[config.mk]
export PLATFORM = sky130hd
export DESIGN_NAME = pmac_ctrl
export DESIGN_NICKNAME = d
export VERILOG_FILES = /design/src/pmac_pkg.sv /design/src/pmac_dac_map.sv /design/src/pmac_ctrl.sv
export SDC_FILE = /design/constraint.sdc
export NUM_CORES = 1
export LEC_CHECK = 0
export ABC_AREA = 1
export BUFFER_PORTS_ARGS = -buffer_cell sky130_fd_sc_hd__buf_2
export CAP_MARGIN = 10
export CORE_UTILIZATION = 59
export DETAILED_ROUTE_END_ITERATION = 10
export GPL_TIMING_DRIVEN = 0
export PLACE_DENSITY = 0.87
export SYNTH_ARGS = -nofsm -noshare
export SYNTH_HDL_FRONTEND = slang
export SYNTH_HIERARCHICAL = 1
export SYNTH_SLANG_ARGS = --single-unit
[constraint.sdc]
create_clock -name clk -period 2.7 [get_ports clk]
set_input_delay 0.54 -clock clk [delete_from_list [all_inputs] [get_ports clk]]
set_output_delay 0.54 -clock clk [all_outputs]
set_load 0.02 [all_outputs]
[src/pmac_pkg.sv]
// Package of constants and types for power mode and ADC control
package pmac_pkg;
   // ----------------------------------------
   // Power modes
   // ----------------------------------------
   typedef enum logic [1:0] {
      PMAC_SLEEP   = 2'h0,
      PMAC_STANDBY = 2'h1,
      PMAC_IDLE    = 2'h3,
      PMAC_RUN     = 2'h2
   } pmac_mode_e;

   // ----------------------------------------
   // Command addresses (5-bit field of command byte)
   // ----------------------------------------
   localparam logic [4:0] ADDR_SLEEP   = 5'h1a;
   localparam logic [4:0] ADDR_STANDBY = 5'h1b;
   localparam logic [4:0] ADDR_IDLE    = 5'h1c;
   localparam logic [4:0] ADDR_RUN     = 5'h1d;
   localparam logic [4:0] ADDR_ADC     = 5'h01;
   localparam logic [4:0] ADDR_OFFSET  = 5'h02;
   localparam int         CMD_BITS     = 8;
   localparam int         ADDR_LSB     = 2;

   // ----------------------------------------
   // ADC register fields and reset value
   // ----------------------------------------
   localparam int         ADC_START_POS = 0;
   localparam int         ADC_MODE_POS  = 1;
   localparam int         ADC_RATE_POS  = 2;
   localparam int         ADC_GAIN_LSB  = 3;
   localparam int         ADC_POSITIVE_INPUT_BUFFER_ENABLE_POS  = 5;
   localparam int         ADC_NEGATIVE_INPUT_BUFFER_ENABLE_POS  = 6;
   localparam int         ADC_POL_POS   = 7;
   localparam logic [7:0] ADC_RESET     = 8'h00;

   // ----------------------------------------
   // Block enable vector positions
   // ----------------------------------------
   localparam int BLK_LOWSUP = 0;
   localparam int BLK_BIAS   = 1;
   localparam int BLK_PLL    = 2;
   localparam int BLK_CLKOUT = 3;
   localparam int BLK_DACS   = 4;
   localparam int BLK_BGAP   = 5;
   localparam int BLK_COMP   = 6;
   localparam int BLK_MUX    = 7;
   localparam int BLK_INBUF  = 8;
   localparam int BLK_ADC    = 9;
   localparam int BLK_W      = 10;
   localparam logic [9:0] STANDBY_SET = 10'h00f;
   localparam logic [9:0] IDLE_SET    = 10'h0ff;
   localparam logic [9:0] RUN_SET     = 10'h3ff;

   // ----------------------------------------
   // Timing
   // ----------------------------------------
   localparam int CLK_NS        = 10;
   localparam int FIRST_MS      = 100;
   localparam int RATE_HZ       = 30;
   localparam int FIRST_CYC     = FIRST_MS * 1000000 / CLK_NS;
   localparam int PERIOD_CYC    = 1000000000 / (RATE_HZ * CLK_NS);
   localparam int DATA_W        = 16;
   localparam int DAC_W         = 10;
endpackage : pmac_pkg

[src/pmac_dac_map.sv]
// Unipolar DAC code to output fraction mapping
`timescale 1ns/1ps
`default_nettype none
module pmac_dac_map (
   input  wire logic        clk,
   input  wire logic        nrst,
   input  wire logic [9:0]  dacCode,
   input  wire logic        dacOn,
   output logic      [9:0]  dacLevel
);
   // ----------------------------------------
   // Output = reference * code / 1024
   // ----------------------------------------
   // Level in 1/1024ths of reference, zero when powered down
   always_ff @(posedge clk or negedge nrst) begin
      if (!nrst) begin
         dacLevel <= 10'h000;
      end else begin
         dacLevel <= dacOn ? dacCode : 10'h000;
      end
   end

   // Full-scale code gives 1023/1024 of reference
   fullScale_a: assert property (@(posedge clk) disable iff (!nrst)
      (dacOn && dacCode == 10'h3ff) |=> dacLevel == 10'h3ff)
      else $error("DAC full scale wrong");
endmodule : pmac_dac_map
`default_nettype wire

[src/pmac_ctrl.sv]
// Power mode sequencing, wake-up and ADC conversion/calibration control
`timescale 1ns/1ps
`default_nettype none
module pmac_ctrl #(
   parameter int FIRST_CYCLES  = pmac_pkg::FIRST_CYC,
   parameter int PERIOD_CYCLES = pmac_pkg::PERIOD_CYC
) (
   input  wire logic        clk,
   input  wire logic        nrst,
   input  wire logic        cmdValid,
   input  wire logic [7:0]  cmdByte,
   input  wire logic        dataValid,
   input  wire logic [15:0] dataWord,
   input  wire logic        wake_input_one_n,
   input  wire logic        wake_input_two_n,
   input  wire logic        alarmEvent,
   input  wire logic [15:0] rawResult,
   input  wire logic [9:0]  dacCode,
   output logic      [1:0]  powerMode,
   output logic      [9:0]  blockEnable,
   output logic             external_supply_shutdown_output,
   output logic             clock_output,
   output logic      [7:0]  adcConfig,
   output logic      [15:0] offsetValue,
   output logic      [15:0] dataValue,
   output logic             dataReady,
   output logic             calBusy,
   output logic      [9:0]  dacLevel
);
   // ----------------------------------------
   // Wake input synchronisers
   // ----------------------------------------
   logic [1:0] wakeOneSync_q;
   logic [1:0] wakeTwoSync_q;
   logic [1:0] alarmSync_q;

   // Two flops per outside input
   always_ff @(posedge clk or negedge nrst) begin
      if (!nrst) begin
         wakeOneSync_q <= 2'h3;
         wakeTwoSync_q <= 2'h3;
         alarmSync_q   <= 2'h0;
      end else begin
         wakeOneSync_q <= {wakeOneSync_q[0], wake_input_one_n};
         wakeTwoSync_q <= {wakeTwoSync_q[0], wake_input_two_n};
         alarmSync_q   <= {alarmSync_q[0], alarmEvent};
      end
   end

   logic wakeEvent;
   assign wakeEvent = !wakeOneSync_q[1] || !wakeTwoSync_q[1] || alarmSync_q[1];

   // ----------------------------------------
   // Command decode
   // ----------------------------------------
   function automatic logic isCmd(input logic [7:0] b, input logic [4:0] a);
      isCmd = b[pmac_pkg::ADDR_LSB +: 5] == a;
   endfunction : isCmd

   logic [4:0] lastAddr_q;
   logic       cmdSleep;
   logic       cmdStandby;
   logic       cmdIdle;
   logic       cmdRun;
   assign cmdSleep   = cmdValid && isCmd(cmdByte, pmac_pkg::ADDR_SLEEP);
   assign cmdStandby = cmdValid && isCmd(cmdByte, pmac_pkg::ADDR_STANDBY);
   assign cmdIdle    = cmdValid && isCmd(cmdByte, pmac_pkg::ADDR_IDLE);
   assign cmdRun     = cmdValid && isCmd(cmdByte, pmac_pkg::ADDR_RUN);

   // Remember the addressed register for the data word
   always_ff @(posedge clk or negedge nrst) begin
      if (!nrst) begin
         lastAddr_q <= 5'h00;
      end else if (cmdValid) begin
         lastAddr_q <= cmdByte[pmac_pkg::ADDR_LSB +: 5];
      end
   end

   logic adcWrite;
   logic offsetWrite;
   assign adcWrite    = dataValid && lastAddr_q == pmac_pkg::ADDR_ADC;
   assign offsetWrite = dataValid && lastAddr_q == pmac_pkg::ADDR_OFFSET;

   // ----------------------------------------
   // Power mode and block enables
   // ----------------------------------------
   pmac_pkg::pmac_mode_e mode_q;
   logic [9:0]           blk_q;

   // Mode commands act on the command byte itself, no data needed
   always_ff @(posedge clk or negedge nrst) begin
      if (!nrst) begin
         mode_q <= pmac_pkg::PMAC_STANDBY;
         blk_q  <= pmac_pkg::STANDBY_SET;
      end else if (cmdSleep) begin
         mode_q <= pmac_pkg::PMAC_SLEEP;
         blk_q  <= 10'h000;
      end else if (cmdStandby) begin
         mode_q <= pmac_pkg::PMAC_STANDBY;
         blk_q  <= pmac_pkg::STANDBY_SET;
      end else if (cmdIdle) begin
         mode_q <= pmac_pkg::PMAC_IDLE;
         blk_q  <= pmac_pkg::IDLE_SET;
      end else if (cmdRun) begin
         mode_q <= pmac_pkg::PMAC_RUN;
         blk_q  <= pmac_pkg::RUN_SET;
      end else if (wakeEvent) begin
         if (mode_q == pmac_pkg::PMAC_SLEEP) begin
            mode_q <= pmac_pkg::PMAC_STANDBY;
         end
         blk_q <= blk_q | pmac_pkg::STANDBY_SET;
      end
   end

   // Registered outputs
   always_ff @(posedge clk or negedge nrst) begin
      if (!nrst) begin
         powerMode                       <= 2'h1;
         blockEnable                     <= pmac_pkg::STANDBY_SET;
         external_supply_shutdown_output <= 1'b1;
         clock_output                    <= 1'b0;
      end else begin
         powerMode                       <= mode_q;
         blockEnable                     <= blk_q;
         external_supply_shutdown_output <= blk_q[pmac_pkg::BLK_BIAS];
         clock_output <= blk_q[pmac_pkg::BLK_CLKOUT] ? !clock_output : 1'b0;
      end
   end

   // ----------------------------------------
   // ADC configuration and offset
   // ----------------------------------------
   logic [7:0]  adc_q;
   logic [15:0] offset_q;
   logic        calDone;
   logic [15:0] calOffset;

   // A host write in the completion cycle wins over the mode-bit clear
   always_ff @(posedge clk or negedge nrst) begin
      if (!nrst) begin
         adc_q <= pmac_pkg::ADC_RESET;
      end else if (adcWrite) begin
         adc_q <= dataWord[7:0];
      end else if (calDone) begin
         adc_q[pmac_pkg::ADC_MODE_POS]  <= 1'b0;
         adc_q[pmac_pkg::ADC_START_POS] <= 1'b0;
      end
   end

   // Offset from calibration or from the host
   always_ff @(posedge clk or negedge nrst) begin
      if (!nrst) begin
         offset_q <= 16'h0000;
      end else if (calDone) begin
         offset_q <= calOffset;
      end else if (offsetWrite) begin
         offset_q <= dataWord;
      end
   end

   // ----------------------------------------
   // Conversion sequencer
   // ----------------------------------------
   typedef enum logic [1:0] {
      PMAC_C_IDLE = 2'h0,
      PMAC_C_CONV = 2'h1,
      PMAC_C_CAL  = 2'h3
   } pmac_conv_e;

   pmac_conv_e  conv_q;
   logic [31:0] cnt_q;
   logic        adcOn;
   logic        startReq;
   logic        tick;
   assign adcOn    = blk_q[pmac_pkg::BLK_ADC];
   assign startReq = adcWrite && dataWord[pmac_pkg::ADC_START_POS];
   assign tick     = cnt_q == 32'h0000_0001;
   assign calDone  = conv_q == PMAC_C_CAL && tick;
   // Raw reading is signed; two's complement offset
   assign calOffset = rawResult;

   // State and interval counter
   always_ff @(posedge clk or negedge nrst) begin
      if (!nrst) begin
         conv_q <= PMAC_C_IDLE;
         cnt_q  <= 32'h0000_0000;
      end else if (!adcOn) begin
         conv_q <= PMAC_C_IDLE;
         cnt_q  <= 32'h0000_0000;
      end else if (startReq) begin
         conv_q <= dataWord[pmac_pkg::ADC_MODE_POS] ? PMAC_C_CAL : PMAC_C_CONV;
         cnt_q  <= 32'(FIRST_CYCLES);
      end else begin
         case (conv_q)
            PMAC_C_CONV: begin
               cnt_q <= tick ? 32'(PERIOD_CYCLES) : cnt_q - 32'h1;
            end
            PMAC_C_CAL: begin
               if (tick) begin
                  conv_q <= PMAC_C_IDLE;
                  cnt_q  <= 32'h0000_0000;
               end else begin
                  cnt_q <= cnt_q - 32'h1;
               end
            end
            default: begin
               conv_q <= PMAC_C_IDLE;
               cnt_q  <= 32'h0000_0000;
            end
         endcase
      end
   end

   // Result delivery with offset removed
   always_ff @(posedge clk or negedge nrst) begin
      if (!nrst) begin
         dataValue <= 16'h0000;
         dataReady <= 1'b0;
      end else begin
         dataReady <= conv_q == PMAC_C_CONV && tick && adcOn;
         if (conv_q == PMAC_C_CONV && tick && adcOn) begin
            dataValue <= rawResult - offset_q;
         end
      end
   end

   // Mirrors of configuration state
   always_ff @(posedge clk or negedge nrst) begin
      if (!nrst) begin
         adcConfig   <= pmac_pkg::ADC_RESET;
         offsetValue <= 16'h0000;
         calBusy     <= 1'b0;
      end else begin
         adcConfig   <= adc_q;
         offsetValue <= offset_q;
         calBusy     <= conv_q == PMAC_C_CAL;
      end
   end

   // ----------------------------------------
   // DAC mapping
   // ----------------------------------------
   pmac_dac_map i_pmac_dac_map (
      .clk      (clk),
      .nrst     (nrst),
      .dacCode  (dacCode),
      .dacOn    (blk_q[pmac_pkg::BLK_DACS]),
      .dacLevel (dacLevel)
   );

   // ----------------------------------------
   // Checks
   // ----------------------------------------
   sleepBlocks_a: assert property (@(posedge clk) disable iff (!nrst)
      cmdSleep |=> blk_q == 10'h000 ##1 !external_supply_shutdown_output)
      else $error("Sleep left blocks on");
   runBlocks_a: assert property (@(posedge clk) disable iff (!nrst)
      cmdRun |=> blk_q == pmac_pkg::RUN_SET && mode_q == pmac_pkg::PMAC_RUN)
      else $error("Run set wrong");
   wakeKeep_a: assert property (@(posedge clk) disable iff (!nrst)
      (wakeEvent && !cmdValid) |=> blk_q[9:4] == $past(blk_q[9:4])
         && blk_q[3:0] == 4'hf)
      else $error("Wake altered blocks");
   wakeSleep_a: assert property (@(posedge clk) disable iff (!nrst)
      (wakeEvent && !cmdValid && mode_q == pmac_pkg::PMAC_SLEEP)
         |=> mode_q == pmac_pkg::PMAC_STANDBY)
      else $error("No wake from sleep");
   idleCmd_a: assert property (@(posedge clk) disable iff (!nrst)
      cmdIdle |=> mode_q == pmac_pkg::PMAC_IDLE ##1 powerMode == 2'h3)
      else $error("Idle command late");
   calClear_a: assert property (@(posedge clk) disable iff (!nrst)
      (calDone && !adcWrite) |=> !adc_q[pmac_pkg::ADC_MODE_POS]
         && offset_q == $past(rawResult))
      else $error("Calibration end wrong");
   subtract_a: assert property (@(posedge clk) disable iff (!nrst)
      (conv_q == PMAC_C_CONV && tick && adcOn)
         |=> dataReady && dataValue == $past(rawResult) - $past(offset_q))
      else $error("Offset not subtracted");
   adcOff_a: assert property (@(posedge clk) disable iff (!nrst)
      !adcOn |=> conv_q == PMAC_C_IDLE ##1 !dataReady)
      else $error("Conversions after power down");
   offsetHost_a: assert property (@(posedge clk) disable iff (!nrst)
      (offsetWrite && !calDone) |=> offset_q == $past(dataWord))
      else $error("Host offset not taken");
   calStart_a: assert property (@(posedge clk) disable iff (!nrst)
      (startReq && adcOn && dataWord[pmac_pkg::ADC_MODE_POS]) |=> conv_q == PMAC_C_CAL)
      else $error("Calibration not started");
endmodule : pmac_ctrl
`default_nettype wire

==> flow_metrics.env <==
export IMPL_synth_cell_types=39
export IMPL_synth_area_top_cells="dfrtp_1 47%, nand2_1 12%, nand3_1 6.2%, inv_1 5.9%, nor2_1 5.5%"
export IMPL_globalRouteTotalUtil_pct=29.9
export IMPL_postCtsSetupRepairBufs=0
export IMPL_cts_buffer_depth=2
export IMPL_gp_congestion=0.897
export IMPL_drive_above_1_share_pct=21.9
export IMPL_yosysSeqAreaShare_pct=50.4
export IMPL_core_mm2=0.0108
export IMPL_cts_resized=0
export IMPL_cp_max_fo=10
export IMPL_crit_slowest_cell="dfrtp_1"
export IMPL_antenna_left=0
export IMPL_cap_violations=0
export IMPL_syn_area_mm2=0.00657
export IMPL_first_pass_iters=5
export IMPL_root_buffer="clkbuf_8"
export IMPL_synthesis_instances=789
export IMPL_yosys_area_top_type="dfrtp_1"
export IMPL_skew_ns=0.0107
export IMPL_vias=5728
export IMPL_power_leakage_nw=4.58
export IMPL_pwr_density_cell_mw_per_mm2=797
export IMPL_cts_tree="built"
export IMPL_cts_made_buffers=17
export IMPL_fp_dieArea_mm2=0.0116
export IMPL_drt_iter0_drc=505
export IMPL_grt_start_max_net_pins=103
export IMPL_path_class="flop to flop"
export IMPL_slew_violations=0
export IMPL_final_hold_violation_count=0
export IMPL_arrival_ns=2.48
export IMPL_timing_final_crit_share_pct=74.8
export IMPL_grt_first_pass_wirelength_um=26500
export IMPL_yosysWarningCount=6
export IMPL_clkTransAtPathRegs_ns=0.06
export IMPL_synth_edf_count=0
export IMPL_diodes=0
export IMPL_syn2layout_area_growth_pct=21.4
export IMPL_rsz0062_at_grt="false"
export IMPL_start_util_pct=60.6
export IMPL_clk_latency_ns=0.53
export IMPL_holdWs_ns=0.102
export IMPL_post_route_util_pct=73.6
export IMPL_worst_path_most_repeated_cell="nand3_1"
export IMPL_mappedNetlistNets=864
export IMPL_worstSetupStartpointType="flop"
export IMPL_io_buffers=118
export IMPL_fin_nets=1003
export IMPL_setup_viol=0
export IMPL_cp_slowest_stage_delay_ns=0.40
export IMPL_fp_row_count=38
export IMPL_worst_pin_slew_ns=0.538
export IMPL_hpwl_um=10800
export IMPL_syn_area_per_cell_um2=8.33
export IMPL_yosys_top_cells_count="212 x nand2_1, 124 x dfrtp_1, 104 x inv_1, 96 x nor2_1, 82 x nand3_1"
export IMPL_routed_via_density=5.30
export IMPL_crit_required_ns=3.16
export IMPL_drc=0
export IMPL_overflow=0
export IMPL_antenna_found_initial=0
export IMPL_end_kind="flop"
export IMPL_slew_headroom_pct=64.0
export IMPL_cts_sinks=132
export IMPL_htreeDepth=4
export IMPL_synth_seq_cells=132
export IMPL_fin_ws_ns=0.680
export IMPL_hold_path_class="primary input to flop"
export IMPL_vdd_ir_drop_max_mv=0.570
export IMPL_die_x_um=108
export IMPL_cp_cell_sequence="nor2_1, nand4_1, inv_1, buf_1, nand3_1, nand3_1"
export IMPL_wl_per_cell_um=14.6
export IMPL_synth_top_flop_cell="dfrtp_1"
export IMPL_yosys_area_top_type_share_pct=47.2
export IMPL_yosysMostFrequentCell="nand2_1"
export IMPL_fmax_ghz=0.495
export IMPL_status="finished clean"
export IMPL_grt_pass1_vias=5865
export IMPL_preCtsSetupSlack_ns=0.528
export IMPL_ios=123
export IMPL_async_reset_ff_share_pct=100
export IMPL_wl_um=15800
export IMPL_fin_crit_ns=2.02
export IMPL_holdBufCountCts=1
export IMPL_fin_setup_tns_ns=0
export IMPL_fp_dieH_um=108
[layout by cell type, fill, tap and decap left out, types with 8 or more instances in the layout]
master / netlist / routed
o21ai_0: 16 / 16
clkbuf_16: 0 / 16
dfrtp_1: 124 / 124
xor2_1: 15 / 15
inv_1: 104 / 104
buf_4: 8 / 8
a21oi_1: 19 / 19
nand3b_1: 10 / 10
nand2_1: 212 / 212
xnor2_1: 10 / 10
dfstp_2: 8 / 8
buf_2: 1 / 118
ha_1: 17 / 17
nand3_1: 82 / 82
nor2_1: 96 / 96
nand4_1: 9 / 9
[area by class of cell]
class                           instances  area (um^2)
Buffer                                 20          163
Clock buffer                           21          449
Clock inverter                         11          150
Fill cell                             767         2860
Inverter                              107          407
Multi-Input combinational cell        530         2690
Sequential cell                       132         3310
Tap cell                              140          175
Timing Repair Buffer                  120          634
[report_power, final]
part	switching, W	internal [W]
clock	0.000870	0.00146
combinational	0.000997	0.000582
sequential	0.000164	0.00228
total	0.00203	0.00433
[sequential cells by signal, indices dropped and copies added (netlist names), 5 cells and up]
register	count
i_pmac_dac_map/dacLevel	10
offset_q	16
cnt_q	32
offsetValue	16
adcConfig	8
adc_q	8
lastAddr_q	5
dataValue	16
[layer usage]
| layer | up-vias | share of wire (%) | GRT usage, % |
|---|---|---|---|
| met1 | 2727 | 39 | 33.1 |
| met2 | 208 | 52 | 53.9 |
| li1 | 2752 | - | - |
| met5 | - | 0 | 0 |
| met3 | 41 | 5.9 | 7.32 |
| met4 | 0 | 2.6 | 13.5 |
[cells by family after synthesis]
kind of cell	synth area share (%)
simple gates	29.1
flops	50.4
buf+inv	8.66
compound gates	3.79
xor+xnor	3.33
fa+ha+maj	3.54
mux	1.20
[stage by stage]
| step | total power [W] | instance area, um^2 | instances |
|---|---|---|---|
| after CTS | 0.00638 | 7980 | 1081 |
| after detailed placement | 0.00401 | 7370 | 1048 |
| after global placement | 0.00395 | 7340 | 1047 |
| final | 0.00636 | 7980 | 1081 |
| after floorplan | 0.00354 | 6570 | 789 |
| after global routing | 0.00668 | 7980 | 1081 |
[worst max-delay path: cells and delay by family, from the launching register on]
family                 cells  cell delay (ns)
flip-flops                 1             0.40
buffers and inverters      2             0.76
AND/OR/NAND/NOR            4             0.79
[worst paths after layout]
| check | to | start | slack (ns) | depth (start not counted) |
|---|---|---|---|---|
| setup / recovery | offset_q[8]$_DFFE_PN0P_ | lastAddr_q[2]$_DFFE_PN0P_ | 0.68 | 6 |
| hold / removal | wakeTwoSync_q[0]$_DFF_PN1_ | wake_input_two_n | 0.10 | 1 |
| setup reg to reg | offset_q[8]$_DFFE_PN0P_ | lastAddr_q[2]$_DFFE_PN0P_ | 0.68 | 6 |
| hold reg to reg | alarmSync_q[1]$_DFF_PN0_ | alarmSync_q[0]$_DFF_PN0_ | 0.35 | 0 |
| max in group asynchronous | dataValue[9]$_DFFE_PN0P_ | nrst | 1.47 | 3 |
| min in group asynchronous | i_pmac_dac_map/dacLevel[8]$_DFF_PN0_ | nrst | 0.45 | 2 |
No activity file was read; power rests on OpenSTA's default activity.
